**src/rtl/scrc_pkg.sv**
```systemverilog
// package: register map and constants of the serial channel run and output control block
// Notes on behaviour
// - start bit one sets channel enable
// - halt bit one clears enable, stops
// - start during transfer aborts, keeps state
// - stop keeps config, shift, pins, errors
// - start trigger register reads zero
// - stop trigger register reads zero
// - enabled channel: engine drives clock pin
// - stopped channel: software drives clock pin
// - output enable selects engine or software data
// - data bit write ignored while enabled output
// - clock bit write ignored while channel enabled
// - buffer layout bits 9,8,1,0; reset 0303
// - each buffer bit drives its own pin
// - enable status read-only, resets zero
// - start or stop clears active, full flags
package scrc_pkg;
  localparam int          SCRC_NCH        = 2;
  localparam int          SCRC_AW         = 20;
  localparam logic [19:0] SCRC_ENA_STAT   = 20'hf0120;
  localparam logic [19:0] SCRC_START_TRIG = 20'hf0122;
  localparam logic [19:0] SCRC_STOP_TRIG  = 20'hf0124;
  localparam logic [19:0] SCRC_PIN_BUF    = 20'hf0128;
  localparam logic [19:0] SCRC_DOUT_ENA   = 20'hf012a;
  localparam int          SCRC_CLK_POS    = 8;
  localparam int          SCRC_DAT_POS    = 0;
  localparam logic [15:0] SCRC_PIN_RST    = 16'h0303;
  localparam logic [15:0] SCRC_ZERO_RST   = 16'h0000;
endpackage

```
**src/rtl/scrc_trig_if.sv**
```systemverilog
// interface: per-channel trigger pulses between the decoder and the channel bank
`timescale 1ns/1ns
interface scrc_trig_if;
  logic [1:0] start;
  logic [1:0] halt;
  logic [1:0] enabled;
  modport src (output start, output halt, input enabled);
  modport dst (input start, input halt, output enabled);
endinterface

```
**src/rtl/scrc_chan_bank.sv**
```systemverilog
// module: enable status flops of both channels
`timescale 1ns/1ns
module scrc_chan_bank
  import scrc_pkg::*;
(
  input wire logic     clk,
  input wire logic     rst,
  scrc_trig_if.dst     trig
);
  logic [1:0] ena_q;
  logic [1:0] ena_d;
  // stop wins over start when both land together
  assign ena_d = (ena_q | trig.start) & ~trig.halt;
  always_ff @(posedge clk or posedge rst) begin
    if (rst) begin
      ena_q <= 2'h0;
    end else begin
      ena_q <= ena_d;
    end
  end
  assign trig.enabled = ena_q;

  start_sets_a: assert property (@(posedge clk) disable iff (rst)
    (trig.start[0] && !trig.halt[0]) |=> ena_q[0]) else $error("start did not enable");
  halt_clears_a: assert property (@(posedge clk) disable iff (rst)
    trig.halt[1] |=> !ena_q[1]) else $error("halt did not disable");
endmodule // scrc_chan_bank

```
**src/rtl/scrc_ctrl.sv**
```systemverilog
// module: top of the serial channel run and output control registers
`timescale 1ns/1ns
module scrc_ctrl
  import scrc_pkg::*;
(
  input  wire logic        clk,
  input  wire logic        rst,
  // cpu memory bus, 16-bit word access
  input  wire logic [19:0] addr,
  input  wire logic        wr,
  input  wire logic        rd,
  input  wire logic [15:0] wdata,
  output logic      [15:0] rdata,
  // communication engine side
  input  wire logic [1:0]  eng_clk_out,
  input  wire logic [1:0]  eng_dat_out,
  output logic      [1:0]  chan_enable,
  output logic      [1:0]  chan_abort,
  output logic      [1:0]  dout_enable,
  // pins
  output logic      [1:0]  serial_clock_pin,
  output logic      [1:0]  serial_data_pin
);
  //--------------------------------------------------------------
  // address decode
  //--------------------------------------------------------------
  function automatic logic hit(input logic [19:0] a, input logic [19:0] off);
    hit = (a == off);
  endfunction

  wire wr_start = wr && hit(addr, SCRC_START_TRIG);
  wire wr_stop  = wr && hit(addr, SCRC_STOP_TRIG);
  wire wr_pin   = wr && hit(addr, SCRC_PIN_BUF);
  wire wr_oe    = wr && hit(addr, SCRC_DOUT_ENA);

  scrc_trig_if trig ();
  // trigger bits are not stored: they act once and read back zero
  assign trig.start = wr_start ? wdata[1:0] : 2'h0;
  assign trig.halt  = wr_stop  ? wdata[1:0] : 2'h0;

  scrc_chan_bank u_bank (
    .clk  (clk),
    .rst  (rst),
    .trig (trig)
  );

  //--------------------------------------------------------------
  // output enable and pin buffer
  //--------------------------------------------------------------
  logic [1:0] oe_q;
  logic [1:0] ck_q;
  logic [1:0] so_q;
  logic [1:0] ck_d;
  logic [1:0] so_d;

  // software write only where hardware has not taken the bit
  genvar g;
  generate
    for (g = 0; g < SCRC_NCH; g++) begin : g_ch
      assign ck_d[g] = trig.enabled[g] ? eng_clk_out[g] :
                       (wr_pin ? wdata[SCRC_CLK_POS+g] : ck_q[g]);
      assign so_d[g] = oe_q[g] ? eng_dat_out[g] :
                       (wr_pin ? wdata[SCRC_DAT_POS+g] : so_q[g]);
    end
  endgenerate

  always_ff @(posedge clk or posedge rst) begin
    if (rst) begin
      oe_q <= SCRC_ZERO_RST[1:0];
      ck_q <= SCRC_PIN_RST[SCRC_CLK_POS+:2];
      so_q <= SCRC_PIN_RST[SCRC_DAT_POS+:2];
    end else begin
      if (wr_oe) begin
        oe_q <= wdata[1:0];
      end
      ck_q <= ck_d;
      so_q <= so_d;
    end
  end

  //--------------------------------------------------------------
  // read data and registered outputs
  //--------------------------------------------------------------
  logic [15:0] rd_mux;
  // trigger registers fall through to zero
  assign rd_mux = !rd                         ? 16'h0000 :
                  hit(addr, SCRC_ENA_STAT)    ? {14'h0000, trig.enabled} :
                  hit(addr, SCRC_PIN_BUF)     ? {6'h00, ck_q, 6'h00, so_q} :
                  hit(addr, SCRC_DOUT_ENA)    ? {14'h0000, oe_q} : 16'h0000;

  always_ff @(posedge clk or posedge rst) begin
    if (rst) begin
      rdata            <= 16'h0000;
      chan_enable      <= 2'h0;
      chan_abort       <= 2'h0;
      dout_enable      <= 2'h0;
      serial_clock_pin <= 2'h3;
      serial_data_pin  <= 2'h3;
    end else begin
      rdata            <= rd_mux;
      chan_enable      <= trig.enabled;
      // abort pulse tells engine to clear active and full flags, keep the rest
      chan_abort       <= trig.start | trig.halt;
      dout_enable      <= oe_q;
      serial_clock_pin <= ck_q;
      serial_data_pin  <= so_q;
    end
  end

  ck_locked_a: assert property (@(posedge clk) disable iff (rst)
    (trig.enabled[0] && wr_pin) |=> ck_q[0] == $past(eng_clk_out[0])) else $error("clock bit written while enabled");
  so_locked_a: assert property (@(posedge clk) disable iff (rst)
    (oe_q[1] && !wr_oe) |=> so_q[1] == $past(eng_dat_out[1])) else $error("data bit not from engine");
  so_written_a: assert property (@(posedge clk) disable iff (rst)
    (!oe_q[0] && wr_pin) |=> so_q[0] == $past(wdata[0])) else $error("data bit write lost");
  ck_written_a: assert property (@(posedge clk) disable iff (rst)
    (!trig.enabled[1] && !trig.start[1] && wr_pin) |=> ck_q[1] == $past(wdata[9])) else $error("clock write lost");
  pin_follow_a: assert property (@(posedge clk) disable iff (rst)
    1'b1 |=> serial_data_pin == $past(so_q)) else $error("pin mismatch");
  trig_zero_a: assert property (@(posedge clk) disable iff (rst)
    (rd && (hit(addr, SCRC_START_TRIG) || hit(addr, SCRC_STOP_TRIG))) |=> rdata == 16'h0000) else $error("trigger read nonzero");
  abort_pulse_a: assert property (@(posedge clk) disable iff (rst)
    (trig.start[0] || trig.halt[0]) |=> chan_abort[0]) else $error("abort missing");
  stat_read_a: assert property (@(posedge clk) disable iff (rst)
    (rd && hit(addr, SCRC_ENA_STAT)) |=> rdata == {14'h0000, $past(trig.enabled)}) else $error("status read wrong");
endmodule // scrc_ctrl

```
**config.mk**
```make
export PLATFORM = sky130hd
export DESIGN_NAME = scrc_ctrl
export DESIGN_NICKNAME = d
export VERILOG_FILES = /design/src/rtl/scrc_pkg.sv /design/src/rtl/scrc_trig_if.sv /design/src/rtl/scrc_chan_bank.sv /design/src/rtl/scrc_ctrl.sv
export SDC_FILE = /design/constraint.sdc
export NUM_CORES = 1
export LEC_CHECK = 0
export BUFFER_PORTS_ARGS = -buffer_cell sky130_fd_sc_hd__buf_2
export CORE_ASPECT_RATIO = 0.5
export CORE_MARGIN = 5
export CORE_UTILIZATION = 40
export DETAILED_ROUTE_END_ITERATION = 6
export PLACE_DENSITY = 0.81
export SLEW_MARGIN = 20
export SYNTH_ARGS = -nofsm -noshare
export SYNTH_HDL_FRONTEND = slang
export SYNTH_SLANG_ARGS = --single-unit
```
**constraint.sdc**
```tcl
create_clock -name clk -period 2.7 [get_ports clk]
set_input_delay 0.675 -clock clk [delete_from_list [all_inputs] [get_ports clk]]
set_output_delay 0.675 -clock clk [all_outputs]
set_load 0.02 [all_outputs]
```
==> flow_summary.toml <==
[setup_path]
r2r_cells = 3
rr_endpoint = "rdata[0]"
startpoint_type = "input pin"
worstSetupEndpointType = "register"
crit_start = "addr[4]"
endpoint = "oe_q[0]"
reg2reg_from = "oe_q[0]"
rrSetupSlack_ns = 1.60
worstPathArrival_ns = 2.09
critPathRequiredTime_ns = 2.85
worstSetupPathType = "input pin to register"
crit_fanout = 9

[finish]
drive_gt1_share_pct = 48.23
syn_to_final_growth_pct = 25.34
most-common-layout-cells = "buf_2 (45), dfrtp_1 (14), conb_1 (12), dfstp_2 (8), a21oi_1 (7)"
layout_commonest_cell = "buf_2"
final_cells = 178
n_antenna_cell = 0
fin_nets = 186

[pwr]
comb_power_share_pct = 10.1
p_sw_share_pct = 20.69
power.leakage_nw = 0.7071
vdd_ir_drop_max_mv = 0.2574
total_power_uw = 697.7
pwr-share-clk_pct = 42.6
pwr_density_cell_nw_per_um2 = 496.6
p_sw_uw = 144.4
p_int_uw = 553.3
seq_power_share_pct = 47.3

[global_route]
grt_max_degree = 23
first_global_vias = 855
grt_usage_pct = 12.20
antenna_found_initial = 0
grt_pass1_wl_mm = 3.774
overflow = 0

[sta]
tightest_slew_ns = 0.7693
tns_ns = 0
period_minus_slack_ns = 1.939
maxSlewHeadroom_pct = 48.66
grt_setup_unrepaired = "no"
final_hold_viol_count = 0
fin_skew_ns = 0.001267
setup_viol = 0
fin_crit_sh_pct = 71.83
fmaxAchievable_mhz = 515.6
finalMaxSlewViolations = 0

[route]
drtIter0Drc = 111
viasPerCell = 4.876
routed-via-count = 868
drc_errors = 0
drt-total-wl_mm = 2.366
first_pass_iters = 4
ant_nets = 0
wl_per_cell_um = 13.29

[placement]
dp_cells = 174
place_congestion = 0.8015
place_hpwl_mm = 1.851
io_buffers = 45

[logic_synthesis]
synth-edff-count = 0
ys_async_sr_fraction_pct = 100.0
netlist_area_um2 = 1121
ys_seq_area_share_pct = 50.00
synth-seq-cells = 22
synthFlopType = "dfrtp_1"
netlist_instances = 96
synth_warnings = 0
ys_types = 27
avgSynthCellArea_um2 = 11.68

[clock_tree]
cts_max_path_buffers = 2
cts_buffers = 3
postCtsSetupRepairBufs = 0
cts-root-buf = "clkbuf_8"
cts_sinks = 22
cts_tree = "built"
cts_hold_repair.buffers = 0
post_cts_resized = 0
clk_latency_ns = 0.26
htreeDepth = 1
clk_pin_slew_ns = 0.07

[die]
die_w_um = 84.87
io_pins = 70
initial_core_util_pct = 42.55
die_h_um = 47.44
num_rows = 13
dieArea_um2 = 4026
coreArea_um2 = 2635

[status]
status = "completed"

[min_path]
hp-class = "register to register"
min_path_cells = 0

[run]
cap_violations = 0
[cell usage after synthesis (3+ instances only)]
| master | count | area (um2) |
|---|---|---|
| dfrtp_1 | 14 | 350.3 |
| nor2b_1 | 5 | 31.28 |
| a21oi_1 | 7 | 35.03 |
| nor2_1 | 4 | 15.01 |
| mux2_2 | 4 | 45.04 |
| inv_1 | 3 | 11.26 |
| o21ai_0 | 4 | 20.02 |
| a41oi_1 | 6 | 52.55 |
| nor3b_1 | 3 | 22.52 |
| nor4b_4 | 3 | 71.32 |
| nor3_1 | 3 | 15.01 |
| buf_4 | 12 | 90.09 |
| dfstp_2 | 8 | 210.2 |
[registers in the layout, indices dropped and copies added, names as in the netlist]
name                 count
oe_q                     2
chan_enable              2
serial_data_pin          2
u_bank.trig.enabled      2
dout_enable              2
ck_q                     2
serial_clock_pin         2
chan_abort               2
rdata                    4
so_q                     2
[layer usage]
layer	wire length, um	vias to the layer above	GRT usage [%]
met5	0	-	0
met4	32	0	6.309
met3	166	4	3.093
met2	1226	34	21.46
met1	940	419	14.65
li1	-	411	-
[final cells by class]
class                           count  area [um2]
Clock buffer                        3       41.29
Clock inverter                      1       30.03
Fill cell                         238        1230
Inverter                            3       11.26
Multi-Input combinational cell     66       483.0
Sequential cell                    22       560.5
Tap cell                           37       46.29
Timing Repair Buffer               46       232.7
[per-stage QoR]
step           instance area (um2)  util [%]  setup slack (ns)  hold WS (ns)
6_report                      1405     53.32            0.7606        0.3737
5_1_grt                       1405     53.32            0.7043        0.3806
4_1_cts                       1405     53.32            0.7812        0.3743
3_5_place_dp                  1334     50.62            0.5003        0.3635
3_3_place_gp                  1334     50.62            0.5185        0.3618
2_1_floorplan                 1162         -            0.7951        0.3565
[logic make-up (layout without fill, tap and decap cells)]
family                 after synthesis  count (layout)  share of synthesized area [%]
other                                1              12                         0.3345
AND/OR/NAND/NOR                     29              29                          22.43
XOR/XNOR                             1               1                         0.7814
buffers and inverters               19              53                          10.60
flip-flops                          22              22                          50.00
multiplexers                         4               4                          4.018
AO/OA/AOI/OAI                       20              20                          11.83
[critical path, cell delays in order]
cell and delay [ns]:
buf_2 0.11, nor4b_4 0.34, nand4_4 0.20, nor3_1 0.38, mux2_2 0.38
[worst min path at each step]
stage               startpoint             endpoint  slack (ns)
finish                 ck_q[1]  serial_clock_pin[1]        0.37
global route           ck_q[1]  serial_clock_pin[1]        0.38
CTS                    ck_q[1]  serial_clock_pin[1]        0.37
detailed placement     so_q[0]   serial_data_pin[0]        0.36
global placement       ck_q[1]  serial_clock_pin[1]        0.36
floorplan              ck_q[0]  serial_clock_pin[0]        0.36
[power groups by stage]
stage | clock network, mW | registers (mW) | logic [mW]
after floorplan | 0 | 0.336 | 0.0518
after global placement | 0 | 0.336 | 0.0685
after detailed placement | 0 | 0.336 | 0.0699
after CTS | 0.303 | 0.330 | 0.0703
after global routing | 0.318 | 0.330 | 0.0781
final | 0.297 | 0.330 | 0.0707
No activity file was read; power rests on OpenSTA's default activity.
